--- src/hw/dil_pkg.sv ---
// Shared constants and types of the six-channel input loader.
package dil_pkg;

    // ************************************************************
    // Widths, counts and reset values.
    // ************************************************************
    localparam int WORD_W     = 10;
    localparam int NUM_CH     = 6;
    localparam int SEQ_LEN    = 6;
    localparam int FIFO_DEPTH = 16;
    localparam int IDX_W      = 3;
    localparam int CNT_W      = 3;
    localparam logic [IDX_W-1:0]  CH_LEFT  = 3'h0;
    localparam logic [IDX_W-1:0]  CH_RIGHT = 3'h5;
    localparam logic [CNT_W-1:0]  SEQ_REST = 3'h5;
    localparam logic [WORD_W-1:0] CODE_RST = 10'h000;

    // ************************************************************
    // Types.
    // ************************************************************
    typedef logic [NUM_CH-1:0][WORD_W-1:0] dil_chan_bus_t;

    // One captured word with its place in the sequence.
    typedef struct packed {
        logic [WORD_W-1:0] word;
        logic              first;
        logic              from_right;
    } dil_entry_t;

    localparam int ENTRY_W = $bits(dil_entry_t);

endpackage : dil_pkg

--- src/hw/dil_loader.sv ---
// Word FIFO and the top of the six-channel input loader.
//
// What this block does
// - Input word is ten bits, bit 9 MSB.
// - Edge select high: rising edge, low: falling.
// - One word per active edge into successive channels.
// - Direction low starts channel 0, high channel 5.
// - Rising mode: start seen on previous rising edge.
// - Falling mode: start seen on previous falling edge.
// - Transfer on rising edge updates outputs next fall.
// - Standby high debiases, power to minimum.
// - Polarity high: outputs above midpoint, else below.
// - Each start opens six-edge, six-word loading cycle.
// - Standby discards channel and output data.
`timescale 1ns/1ns

module dil_fifo #(
    parameter int WIDTH = dil_pkg::ENTRY_W,
    parameter int DEPTH = dil_pkg::FIFO_DEPTH
) (
    input  wire logic             clk,
    input  wire logic             rst_n,
    input  wire logic             flush,
    input  wire logic             in_valid,
    input  wire logic [WIDTH-1:0] in_data,
    output logic                  in_ready,
    output logic                  out_valid,
    output logic      [WIDTH-1:0] out_data,
    input  wire logic             out_ready
);

    localparam int AW = $clog2(DEPTH);
    localparam int CW = $clog2(DEPTH + 1);
    localparam logic [AW-1:0] PTR_LAST = AW'(DEPTH - 1);
    localparam logic [CW-1:0] CNT_FULL = CW'(DEPTH);

    logic [WIDTH-1:0] mem [DEPTH];
    logic [AW-1:0]    wr_q, wr_d, rd_q, rd_d;
    logic [CW-1:0]    cnt_q, cnt_d;
    logic             rdy_q, rdy_d, vld_q, vld_d;
    logic             push, pop;

    assign in_ready  = rdy_q;
    assign out_valid = vld_q;
    assign out_data  = mem[rd_q];

    // Pointer and fill count update; flush empties the buffer.
    always_comb begin
        push  = in_valid && rdy_q;
        pop   = vld_q && out_ready;
        wr_d  = wr_q;
        rd_d  = rd_q;
        cnt_d = cnt_q;
        if (push) begin
            wr_d = (wr_q == PTR_LAST) ? '0 : wr_q + 1'b1;
        end
        if (pop) begin
            rd_d = (rd_q == PTR_LAST) ? '0 : rd_q + 1'b1;
        end
        if (push && !pop) begin
            cnt_d = cnt_q + 1'b1;
        end else if (pop && !push) begin
            cnt_d = cnt_q - 1'b1;
        end
        if (flush) begin
            wr_d  = '0;
            rd_d  = '0;
            cnt_d = '0;
        end
        rdy_d = (cnt_d != CNT_FULL);
        vld_d = (cnt_d != '0);
    end

    // Registers of the buffer control.
    always_ff @(posedge clk or negedge rst_n) begin
        if (!rst_n) begin
            wr_q  <= '0;
            rd_q  <= '0;
            cnt_q <= '0;
            rdy_q <= 1'b1;
            vld_q <= 1'b0;
        end else begin
            wr_q  <= wr_d;
            rd_q  <= rd_d;
            cnt_q <= cnt_d;
            rdy_q <= rdy_d;
            vld_q <= vld_d;
        end
    end

    // Storage array, written on an accepted push.
    always_ff @(posedge clk) begin
        if (push && !flush) begin
            mem[wr_q] <= in_data;
        end
    end

endmodule : dil_fifo

module dil_loader (
    input  wire logic                        CLK,
    input  wire logic                        RESETN,
    input  wire logic                        PIXEL_CLOCK,
    input  wire logic [dil_pkg::WORD_W-1:0]  INPUT_WORD_BUS,
    input  wire logic                        EDGE_SELECT,
    input  wire logic                        DIRECTION_SELECT,
    input  wire logic                        SEQUENCE_START,
    input  wire logic                        OUTPUT_TRANSFER,
    input  wire logic                        POLARITY_INVERT,
    input  wire logic                        LOW_POWER_HOLD,
    output dil_pkg::dil_chan_bus_t           CHANNEL_OUTPUT,
    output logic                             OUTPUT_ABOVE_MID,
    output logic                             STANDBY_ACTIVE,
    output logic                             INPUT_READY
);

    // ************************************************************
    // State.
    // ************************************************************
    logic                          pclk_q, pclk_d;
    logic                          start_q, start_d;
    logic [dil_pkg::CNT_W-1:0]     rest_q, rest_d;
    logic                          xfr_q, xfr_d;
    logic [dil_pkg::IDX_W-1:0]     idx_q, idx_d;
    dil_pkg::dil_chan_bus_t        chan_q, chan_d;
    dil_pkg::dil_chan_bus_t        out_q, out_d;
    logic                          pol_q, pol_d;
    logic                          hold_q, hold_d;
    logic                          rise, fall, active;
    logic                          in_valid, fifo_ready;
    logic                          out_valid, pop;
    dil_pkg::dil_entry_t           in_ent, out_ent;
    logic [dil_pkg::ENTRY_W-1:0]   out_raw;

    assign CHANNEL_OUTPUT   = out_q;
    assign OUTPUT_ABOVE_MID = pol_q;
    assign STANDBY_ACTIVE   = hold_q;
    assign INPUT_READY      = fifo_ready;
    assign out_ent          = dil_pkg::dil_entry_t'(out_raw);

    // ************************************************************
    // Capture of words on the active panel clock edge.
    // ************************************************************
    // Edge detect, start tracking and the six-word window.
    always_comb begin
        pclk_d   = PIXEL_CLOCK;
        rise     = PIXEL_CLOCK && !pclk_q;
        fall     = !PIXEL_CLOCK && pclk_q;
        active   = EDGE_SELECT ? rise : fall;
        start_d  = start_q;
        rest_d   = rest_q;
        in_valid = 1'b0;
        in_ent.word       = INPUT_WORD_BUS;
        in_ent.first      = start_q;
        in_ent.from_right = DIRECTION_SELECT;
        if (active) begin
            start_d = SEQUENCE_START;
            if (start_q) begin
                in_valid = 1'b1;
                rest_d   = dil_pkg::SEQ_REST;
            end else if (rest_q != '0) begin
                in_valid = 1'b1;
                rest_d   = rest_q - 1'b1;
            end
        end
        // Words past the sixth are simply never pushed.
        if (hold_q) begin
            start_d  = 1'b0;
            rest_d   = '0;
            in_valid = 1'b0;
        end
    end

    dil_fifo #(
        .WIDTH (dil_pkg::ENTRY_W),
        .DEPTH (dil_pkg::FIFO_DEPTH)
    ) u_fifo (
        .clk       (CLK),
        .rst_n     (RESETN),
        .flush     (hold_q),
        .in_valid  (in_valid),
        .in_data   (in_ent),
        .in_ready  (fifo_ready),
        .out_valid (out_valid),
        .out_data  (out_raw),
        .out_ready (!hold_q)
    );

    // ************************************************************
    // Channel registers, output transfer and standby.
    // ************************************************************
    // Drain one word per cycle into the addressed channel register.
    always_comb begin
        pop    = out_valid && !hold_q;
        idx_d  = idx_q;
        chan_d = chan_q;
        out_d  = out_q;
        xfr_d  = xfr_q;
        pol_d  = POLARITY_INVERT;
        hold_d = LOW_POWER_HOLD;
        if (pop) begin
            if (out_ent.first) begin
                idx_d = out_ent.from_right ? dil_pkg::CH_RIGHT
                                           : dil_pkg::CH_LEFT;
            end else if (out_ent.from_right) begin
                idx_d = (idx_q == dil_pkg::CH_LEFT) ? idx_q
                                                    : idx_q - 1'b1;
            end else begin
                idx_d = (idx_q == dil_pkg::CH_RIGHT) ? idx_q
                                                     : idx_q + 1'b1;
            end
            chan_d[idx_d] = out_ent.word;
        end
        if (rise && OUTPUT_TRANSFER) begin
            xfr_d = 1'b1;
        end else if (fall && xfr_q) begin
            xfr_d = 1'b0;
            out_d = chan_q;
        end
        if (hold_q) begin
            chan_d = '0;
            out_d  = '0;
            xfr_d  = 1'b0;
            idx_d  = dil_pkg::CH_LEFT;
        end
    end

    // Registers of the loader.
    always_ff @(posedge CLK or negedge RESETN) begin
        if (!RESETN) begin
            pclk_q  <= 1'b0;
            start_q <= 1'b0;
            rest_q  <= '0;
            xfr_q   <= 1'b0;
            idx_q   <= dil_pkg::CH_LEFT;
            chan_q  <= '0;
            out_q   <= '0;
            pol_q   <= 1'b0;
            hold_q  <= 1'b0;
        end else begin
            pclk_q  <= pclk_d;
            start_q <= start_d;
            rest_q  <= rest_d;
            xfr_q   <= xfr_d;
            idx_q   <= idx_d;
            chan_q  <= chan_d;
            out_q   <= out_d;
            pol_q   <= pol_d;
            hold_q  <= hold_d;
        end
    end

endmodule : dil_loader

--- config.mk ---
export PLATFORM = sky130hd
export DESIGN_NAME = dil_loader
export DESIGN_NICKNAME = d
export VERILOG_FILES = /design/src/hw/dil_pkg.sv /design/src/hw/dil_loader.sv
export SDC_FILE = /design/constraint.sdc
export NUM_CORES = 1
export LEC_CHECK = 0
export BUFFER_PORTS_ARGS = -buffer_cell sky130_fd_sc_hd__buf_4
export CORE_MARGIN = 1
export CORE_UTILIZATION = 56
export CTS_CLUSTER_DIAMETER = 100
export DETAILED_ROUTE_END_ITERATION = 12
export GPL_ROUTABILITY_DRIVEN = 0
export PLACE_DENSITY = 0.76
export SETUP_SLACK_MARGIN = 0.05
export SYNTH_ARGS = -nofsm -noshare
export SYNTH_HDL_FRONTEND = slang
export SYNTH_SLANG_ARGS = --single-unit
--- constraint.sdc ---
create_clock -name CLK -period 3.4 [get_ports CLK]
set_clock_uncertainty 0.15 [all_clocks]
set_input_delay 0.68 -clock CLK [delete_from_list [all_inputs] [get_ports CLK]]
set_output_delay 0.68 -clock CLK [all_outputs]
set_load 0.05 [all_outputs]
Word level (Yosys, flattened, before mapping)
Memory sizes are Yosys's and may differ from the RTL's.
Index checks and enable logic that the tools add are counted.

operators by class
  muxes and demuxes = 41
  equal/unequal tests = 5
  reductions and logical operators = 26
  magnitude comparators = 2
  add/sub/neg operators = 7

operators with widths
  kind                                                                          count
  60-bit 2-to-1 mux                                                             5
  60-bit bitwise mux                                                            1
  3-bit 2-to-1 mux                                                              12
  10-bit demux with 3-bit select                                                1
  4-bit 2-to-1 mux                                                              6
  5-bit 2-to-1 mux                                                              3
  1-bit 2-to-1 mux                                                              12
  1-bit logical AND                                                             10
  10-bit 2-to-1 mux                                                             1
  3-bit nonzero test                                                            3
  4-bit by 1-bit adder with 4-bit output, second input constant                 2
  4-bit == test, second input constant                                          2
  2-bit nonzero test                                                            4
  3-bit by 1-bit subtractor with 3-bit output, second input constant            2
  5-bit by 1-bit adder with 5-bit output, second input constant                 1
  1-bit zero test                                                               5
  5-bit != test, second input constant                                          1
  5-bit nonzero test                                                            1
  5-bit by 1-bit subtractor with 5-bit output, second input constant            1
  3-bit by 4-bit less-than comparator with 1-bit output, second input constant  1
  2-bit AND reduction                                                           2
  3-bit by 1-bit adder with 3-bit output, second input constant                 1
  3-bit == test, second input constant                                          1
  3-bit by 1-bit >= comparator with 1-bit output, second input constant         1
  2 further kinds                                                               2

word-level totals
  logic and storage cells = 106
  memory bits (writable) = 192
  output and inout bits = 63
  memories kept = 1
  input port bits = 19
  bits in registers = 146

memory list
  memory      depth  bits a word  read ports  clocked after memory_dff  write ports  RTL line          source
  u_fifo.mem  16     12           1           0                         1            dil_loader.sv:37  logic [WIDTH-1:0] mem [DEPTH];

Longest topological paths before layout
Gate-level depths: netlist of the first run.

  depth in word-level cells = 12
  gate-level depth with buffers = 10
  depth with buffers taken out = 8

Modules after synthesis
Synthesis of the first run repeated with hierarchy kept, for this count alone.

unflattened totals
  cells, all modules = 1032
  area, all modules = 13827.0 um2

modules (own cells, without submodules)
  module      instances  area an instance (um2)  cells each
  dil_fifo    1          8345.5                  473
  dil_loader  1          5481.5                  559

Least setup slack after synthesis of the first run
OpenSTA, ideal clock, no wires.

  kind = input-to-reg
  start point = input port EDGE_SELECT
  end point = memory u_fifo.mem[11][0] in the netlist's numbering (enable)
  data arrival time = 2481 ps
  data required time = 2895 ps
  path buffers = 1
  cell stages on the path = 5
  slack = 414 ps
  cell sequence = or3b_1 a211o_1 clkbuf_1 nor4b_1 and2_1

on the way
  cells in the longest elaborated chain, start to end = 7

ends and longest elaborated chain
  element                                 RTL line           source
  from (decl)                             dil_loader.sv:105  input wire logic EDGE_SELECT,
  1-bit 2-to-1 mux                        dil_loader.sv:149  active = EDGE_SELECT ? rise : fall;
  1-bit 2-to-1 mux                        dil_loader.sv:156  if (active) begin
  1-bit 2-to-1 mux                        dil_loader.sv:167  if (hold_q) begin
  1-bit logical AND                       dil_loader.sv:49   push = in_valid && rdy_q;
  1-bit logical AND                       dil_loader.sv:93   if (push && !flush) begin
  1-bit 2-to-1 mux                        dil_loader.sv:93
  1-bit 2-to-1 mux (implied by the code)  dil_loader.sv:94   mem[wr_q] <= in_data;
  to (decl)                               dil_loader.sv:37

Every way passes these cells.

Worst setup path after layout of the first run
  start point = register u_fifo.rd_q[0]
  end point = register chan_q[26] in the netlist's numbering

on the way
  cells in the longest elaborated chain, start to end = 11
  elaborated cells between the ends (all ways) = 13

ends and longest elaborated chain
  element                                                                                                                                        RTL line                              source
  from (decl)                                                                                                                                    dil_loader.sv:38                      logic [AW-1:0] wr_q, wr_d, rd_q, rd_d;
  from (signal assigned)                                                                                                                         dil_loader.sv:84                      rd_q <= rd_d;
  memory 16 x 12 bit (*)                                                                                                                         -
  3-bit 2-to-1 mux (on tied branches)                                                                                                            dil_loader.sv:205, dil_loader.sv:203
  3-bit 2-to-1 mux                                                                                                                               dil_loader.sv:202                     if (out_ent.first) begin
  3-bit 2-to-1 mux                                                                                                                               dil_loader.sv:201                     if (pop) begin
  3-bit by 4-bit less-than comparator with 1-bit output (implied by the code) or 3-bit by 1-bit >= comparator with 1-bit output (tied branches)  dil_loader.sv:212                     chan_d[idx_d] = out_ent.word;
  1-bit logical AND (implied by the code)                                                                                                        dil_loader.sv:212
  10-bit 2-to-1 mux (implied by the code)                                                                                                        dil_loader.sv:212
  10-bit demux with 3-bit select                                                                                                                 dil_loader.sv:212
  60-bit bitwise mux (*)                                                                                                                         dil_loader.sv:212
  60-bit 2-to-1 mux (*)                                                                                                                          dil_loader.sv:201
  60-bit 2-to-1 mux (*)                                                                                                                          dil_loader.sv:220                     if (hold_q) begin
  to (signal assigned)                                                                                                                           dil_loader.sv:246                     chan_q <= chan_d;
  to (decl)                                                                                                                                      dil_loader.sv:125                     dil_pkg::dil_chan_bus_t chan_q, chan_d;

Every way passes the cells marked *; elsewhere a longest branch is shown, timed or not. The select of a mux whose other input is x is not followed.
A chain may end at the register's enable or synchronous reset.

==> results.tsv, run 1 <==
metric	value	unit
status	complete, no violations	
DRC	0	
Critical Path Fanout Max	20	
simple-gate portion of the synthesized area	9.62	%
RSZ-0062 raised after global routing	no	
Slew @ Worst Pin	1.13	ns
first-pass GRT wire length	48700	um
total CTS buffers	36	
post-synthesis register bit count	338	
post-synthesis compound-gate area fraction	8.44	%
EDFF count, synth	192	
CTS tree	done	
peak supply drop	0.000463	V
Post-Synth Adder-Cell Area	1.23	%
crit path kind	flip-flop to flip-flop	
vias in the first global route	8648	
Die Y	160	um
clk sinks	338	
Power Density	687	nW/um^2
First-pass DRT Iterations	6	
CP Launch Type	flip-flop	
critical path's top delay family	multiplexers	
Worst EP required	3.68	ns
leakage power	6.30	nW
Synth async-reset ratio	43.2	%
Synth Area in XOR/XNOR	0.438	%
Starting Density	57.3	%
largest net degree at the start of global routing	64	
Seq/Total Area, Yosys	67.2	%
n_diodes	0	
critical path, cell by cell	mux4_1 > or2_1 > a22o_1 > a211oi_2 > nor4b_2 > buf_4 > mux2i_1	
GRT met2 Usage	39.9	%
Post-DP HPWL	20000	um
DR WL/cell	20.7	um
fin cells	1482	
Core ar.	24500	sq um
f_max	320	MHz
final WL	30600	um
ranking of synthesized cells by area	edfxtp_1 41%, dfrtp_1 26%, mux2i_1 6.1%	
post-synth top area cell	edfxtp_1	
antenna viol nets, final	0	
crit-path max cell delay	0.63	ns
Root Buffer Master	clkbuf_16	
Via Count	8679	
predominant post-synthesis flop cell	edfxtp_1	
die width	160	um
Setup Total Neg Slack	0	ns
Period minus WS final	3.13	ns
Netlist cell types	61	
DP Area	15300	sq um
Gate Count Post-Synth	1025	
worst r2r src	u_fifo.rd_q[0]$_DFFE_PN0P_	
vias per std cell	5.86	
CP max stage cell	dfrtp_4	
Max Cap Viol	0	
share of post-route cells with drive strength above 1	19.8	%
met3 usage	4.13	%
Clock transition at path regs	0.06	ns
main combinational cell family by area after synthesis	multiplexers	
# IOs	82	
NumNets Final	1165	
hold wc startpoint	LOW_POWER_HOLD	
Clk Latency, worst-skew pair	0.51	ns
remaining max-slew budget at the tightest pin	24.2	%
final setup vio count	0	
Final Hold Vio Count	0	
Resize count post-CTS	0	
area grow syn2layout	17.1	%
placed cells	1418	
yosys warns	0	
routing usage on met1	34.1	%
fin area	16400	sq um
arrival time at the worst endpoint	3.40	ns
1st-iter DRT viols	962	
Final Max Slew Viols	0	
Final Cycle Share	92.0	%
Tot GR Track Use	24.7	%
Mapped Nets	1057	
global routing's busiest layer	met2	
worst hold path type	input pin to flip-flop	
num rows	57	
Mean Syn Cell Area	13.7	sq um
post-synthesis mux area share	10.8	%
initial antenna violation count	0	
fill cell count	1723	
Port-buffer cells	81	
grt ovf	0	
Post-Syn Area	14000	sq um
Synth top area share	41.2	%
clk buf depth	3	
Die ar.	25700	sq um
CP endpoint kind	flip-flop	
CP bufs+invs	1	
CP Launch Point	u_fifo.rd_q[0]$_DFFE_PN0P_	
htree depth	2	
[layout by cell type (no fill, tap or decap), types with 16 or more instances in the layout]
cell type / count
dfrtp_1: 143
o2bb2ai_1: 16
nor2_1: 26
nand2_1: 201
buf_4: 117
edfxtp_1: 192
a21oi_1: 82
and2_1: 19
clkbuf_16: 37
mux2i_1: 86
mux4_2: 25
[metal layers]
layer / up-vias / routed length, um / share of wire [%]
li1: 3974 / - / -
met1: 4312 / 12900 / 42
met2: 328 / 14800 / 48
met3: 65 / 1990 / 6.5
met4: 0 / 981 / 3.2
met5: - / 0 / 0
[cell usage after synthesis (2+ instances only)]
library cell	n
a211o_1	9
a211oi_1	4
a21oi_1	82
a221oi_1	5
a22o_1	5
a22oi_2	2
a311oi_1	2
a32o_1	4
and2_1	20
buf_1	10
buf_2	4
buf_4	6
buf_6	2
clkbuf_1	37
dfrtp_1	145
edfxtp_1	192
ha_1	13
inv_1	14
mux2_2	5
mux2i_1	86
mux4_2	25
nand2_1	202
nand2_2	2
nand2b_1	6
nand3_1	4
nand3b_1	5
nor2_1	26
nor2b_1	7
nor3_1	6
nor3b_1	2
nor4_1	6
nor4b_1	3
o21a_1	3
o21ai_0	9
o221ai_1	14
o22a_1	2
o22ai_1	10
o2bb2ai_1	16
or2_1	2
or3b_1	2
xnor2_1	5
xor2_1	2
[per-stage QoR]
stage	utilization [%]	total power, mW	setup slack [ns]	hold slack, ns
after floorplan	-	6.75	0.414	0.234
after global placement	62.4	7.50	0.196	0.335
after detailed placement	62.4	7.55	0.124	0.341
after CTS	67.1	11.3	0.252	0.106
after global routing	67.1	11.8	0.0880	0.109
final	67.1	11.3	0.274	0.119
[worst paths after layout]
check | endpoint | slack (ns) | cells past startpoint
min in group asynchronous | CHANNEL_OUTPUT[12]$_DFFE_PN0P_ | 0.55 | 2
min | STANDBY_ACTIVE$_DFF_PN0_ | 0.12 | 1
max reg2reg | chan_q[26]$_DFFE_PN0P_ | 0.27 | 7
min reg2reg | CHANNEL_OUTPUT[56]$_DFFE_PN0P_ | 0.35 | 2
max | chan_q[26]$_DFFE_PN0P_ | 0.27 | 7
max in group asynchronous | STANDBY_ACTIVE$_DFF_PN0_ | 1.80 | 3
[cell type report]
cell class                      count  area (sq um)  share of cell area [%]
Sequential cell                   338          9430                    57.4
Multi-Input combinational cell    613          4290                    26.1
Timing Repair Buffer              129          1100                    6.70
Clock buffer                       45           966                    5.89
Tap cell                          324           405                    2.47
Clock inverter                     18           169                    1.03
Inverter                           15          56.3                   0.343
[cell families (layout without fill, tap and decap cells)]
| family | after synthesis | after routing |
|---|---|---|
| flip-flops | 338 | 338 |
| adder cells (fa/ha/maj) | 14 | 14 |
| AO/OA/AOI/OAI | 174 | 174 |
| XOR/XNOR | 7 | 7 |
| buffers and inverters | 74 | 207 |
| AND/OR/NAND/NOR | 301 | 301 |
| multiplexers | 117 | 117 |
[sequential cells by signal, indices dropped and copies added, names as in the netlist, 3 cells and up]
name / flops
u_fifo.wr_q: 4
chan_q: 60
u_fifo.cnt_q: 5
u_fifo.mem: 192
rest_q: 3
idx_q: 3
u_fifo.rd_q: 4
CHANNEL_OUTPUT: 60
[power by group]
group | internal, mW | total, mW | switching (mW) | leakage (nW)
registers | 4.62 | 4.88 | 0.255 | 3.73
logic | 1.10 | 2.63 | 1.53 | 2.00
clock network | 2.24 | 3.77 | 1.52 | 0.565
total | 7.97 | 11.3 | 3.30 | 6.30
[timing repair]
item / CTS / global route
endpoints found under the hold margin: 50 / 0
hold buffers: 1 / 0
buffers inserted: 0 / 0
(Power assumes the default switching activity.)
==> run 2, diff against run 1 <==
- CTS_BUF_LIST: unset -> sky130_fd_sc_hd__clkbuf_4 sky130_fd_sc_hd__clkbuf_8
- SYNTH_HIERARCHICAL: unset -> 1
==> results.tsv, run 2 <==
metric	value	unit
remaining max-slew budget at the tightest pin	23.8	%
DRC	0	
Hold Path Sink	STANDBY_ACTIVE$_DFF_PN0_	
area grow syn2layout	19.7	%
Die Y	159	um
post-synthesis mux area share	10.7	%
Core ar.	24200	sq um
Synth top area share	41.7	%
Setup Total Neg Slack	0	ns
Final Cycle Share	97.4	%
Worst EP required	3.65	ns
WHS Path Cells	1	
CTS tree	done	
post-synthesis register bit count	338	
Final Hold Vio Count	0	
max reg flops	192	
Gate Count Post-Synth	1032	
initial antenna violation count	0	
# IOs	82	
Tot GR Track Use	23.8	%
vias in the first global route	8845	
final core utilization	68.2	%
dpl ws	-0.255	ns
n_diodes	0	
clk sinks	338	
CP endpoint kind	flip-flop	
First-pass DRT Iterations	5	
Die ar.	25300	sq um
Seq/Total Area, Yosys	68.1	%
Final Max Slew Viols	0	
post-synthesis compound-gate area fraction	7.54	%
Max Cap Viol	0	
r2r endpoint	chan_q[27]$_DFFE_PN0P_	
clk buf depth	3	
CP Launch Point	u_fifo/rd_q[0]$_DFFE_PN0P_	
Netlist cell types	54	
Final Power	9.94	mW
Root Buffer Master	clkbuf_8	
leakage power	6.37	nW
Top reg by flops	u_fifo/mem	
first-pass GRT wire length	47000	um
Clock transition at path regs	0.06	ns
worst r2r src	u_fifo/rd_q[0]$_DFFE_PN0P_	
Post-synth top cells	192 x edfxtp_1, 184 x nand2_1, 145 x dfrtp_1	
Post-Syn Area	13800	sq um
multi-input logic area	4220	sq um
yosys warns	6	
f_max	302	MHz
Period minus WS final	3.31	ns
fin worst setup slack	0.0898	ns
num rows	57	
Via Count	8926	
vias per std cell	5.83	
largest net degree at the start of global routing	96	
DR WL/cell	19.9	um
Critical Path Fanout Max	8	
arrival time at the worst endpoint	3.56	ns
htree depth	2	
Starting Density	57.0	%
worst hold path type	input pin to flip-flop	
predominant post-synthesis flop cell	edfxtp_1	
EDFF count, synth	192	
NumNets Final	1199	
simple-gate portion of the synthesized area	9.68	%
most common cell in the netlist	edfxtp_1	
grt ovf	0	
hold wc startpoint	LOW_POWER_HOLD	
Port-buffer cells	81	
commonest non-fill, non-tap cell in the layout	edfxtp_1	
commonest cells after routing, fill and taps aside	192 x edfxtp_1, 181 x nand2_1, 142 x dfrtp_1	
DP Area	15100	sq um
flip-flop and latch area	9430	sq um
antenna viol nets, final	0	
Synth Area in XOR/XNOR	0.190	%
final WL	30500	um
peak supply drop	0.000512	V
fill cell count	1673	
total CTS buffers	53	
die width	159	um
fin area	16500	sq um
Power Density	601	nW/um^2
main combinational cell family by area after synthesis	multiplexers	
Clk Latency, worst-skew pair	0.58	ns
share of post-route cells with drive strength above 1	24.7	%
Synth async-reset ratio	43.2	%
Mean Syn Cell Area	13.4	sq um
crit path kind	flip-flop to flip-flop	
status	complete, no violations	
Mapped Nets	1064	
Slew @ Worst Pin	1.14	ns
CP Launch Type	flip-flop	
Post-Synth Adder-Cell Area	1.18	%
final setup vio count	0	
Post-DP HPWL	18200	um
Reg2Reg Depth	14	
ranking of synthesized cells by area	edfxtp_1 42%, dfrtp_1 26%, mux2i_1 6.6%	
1st-iter DRT viols	827	
r2r setup slk	0.09	ns
post-synth top area cell	edfxtp_1	
-- run 2: metrics by stage --
step | cells | hold slack, ns
floorplan | 1032 | 0.234
global placement | 1417 | 0.343
detailed placement | 1417 | 0.351
CTS | 1518 | 0.0482
global route | 1532 | 0.0416
finish | 1532 | 0.0768
-- run 2: logic make-up after synthesis --
group	after synthesis
compound gates	171
flops	338
fa+ha+maj	13
simple gates	312
buf+inv	78
mux	117
xor+xnor	3
-- run 2: worst max path at each step --
stage / cells after the start / slack (ns) / to
finish: 14 / 0.09 / chan_q[27]$_DFFE_PN0P_
global route: 14 / -0.02 / chan_q[24]$_DFFE_PN0P_
global placement: 9 / -0.03 / chan_q[18]$_DFFE_PN0P_
detailed placement: 11 / -0.26 / chan_q[34]$_DFFE_PN0P_
CTS: 12 / 0.06 / chan_q[34]$_DFFE_PN0P_
floorplan: 9 / 0.09 / u_fifo/mem[12][0]$_DFFE_PP_
-- run 2: final cells by class --
cell class / instances / area share [%]
inverters: 13 / 0.295
flip-flops and latches: 338 / 57.0
multi-input cells: 617 / 25.5
repair buffers: 144 / 7.73
clock inverters: 14 / 0.749
well taps: 324 / 2.45
clock buffers: 82 / 6.29
-- run 2: critical path, cell delays in order, from the launching register on --
cell	delay [ns]
dfrtp_4	0.50
buf_6	0.15
buf_4	0.14
mux2i_2	0.22
a221oi_2	0.10
a22oi_1	0.22
nand2_2	0.17
buf_4	0.18
nor2b_1	0.13
o21ai_1	0.25
nand3_2	0.17
nor4_4	0.27
buf_6	0.20
mux2i_1	0.22
nor2_1	0.06
-- run 2: power breakdown --
part           switching [mW]  internal (mW)  leakage (nW)  total (mW)
clock                    1.52           2.10         0.620        3.63
combinational           0.941          0.712          2.02        1.65
sequential              0.155           4.51          3.73        4.66
total                    2.62           7.32          6.37        9.94
-- run 2: what timing repair did --
item | 4_1_cts | 5_1_grt
endpoints found under the setup margin | 32 | 33
buffers inserted | 4 | 12
gates cloned | 0 | 2
pin swaps | 0 | 13
endpoints found under the hold margin | 68 | 0
hold buffers | 1 | 0
gates resized for setup | 7 | 37
-- run 2: routing by layer --
layer | vias to the layer above | routed length, um | track usage, % | share of wire, %
met5 | - | 0 | 0 | 0
met4 | 0 | 894 | 9.53 | 2.9
met3 | 65 | 1810 | 3.59 | 5.9
met2 | 313 | 14800 | 38.1 | 49
met1 | 4521 | 13000 | 33.2 | 43
li1 | 4027 | - | - | -
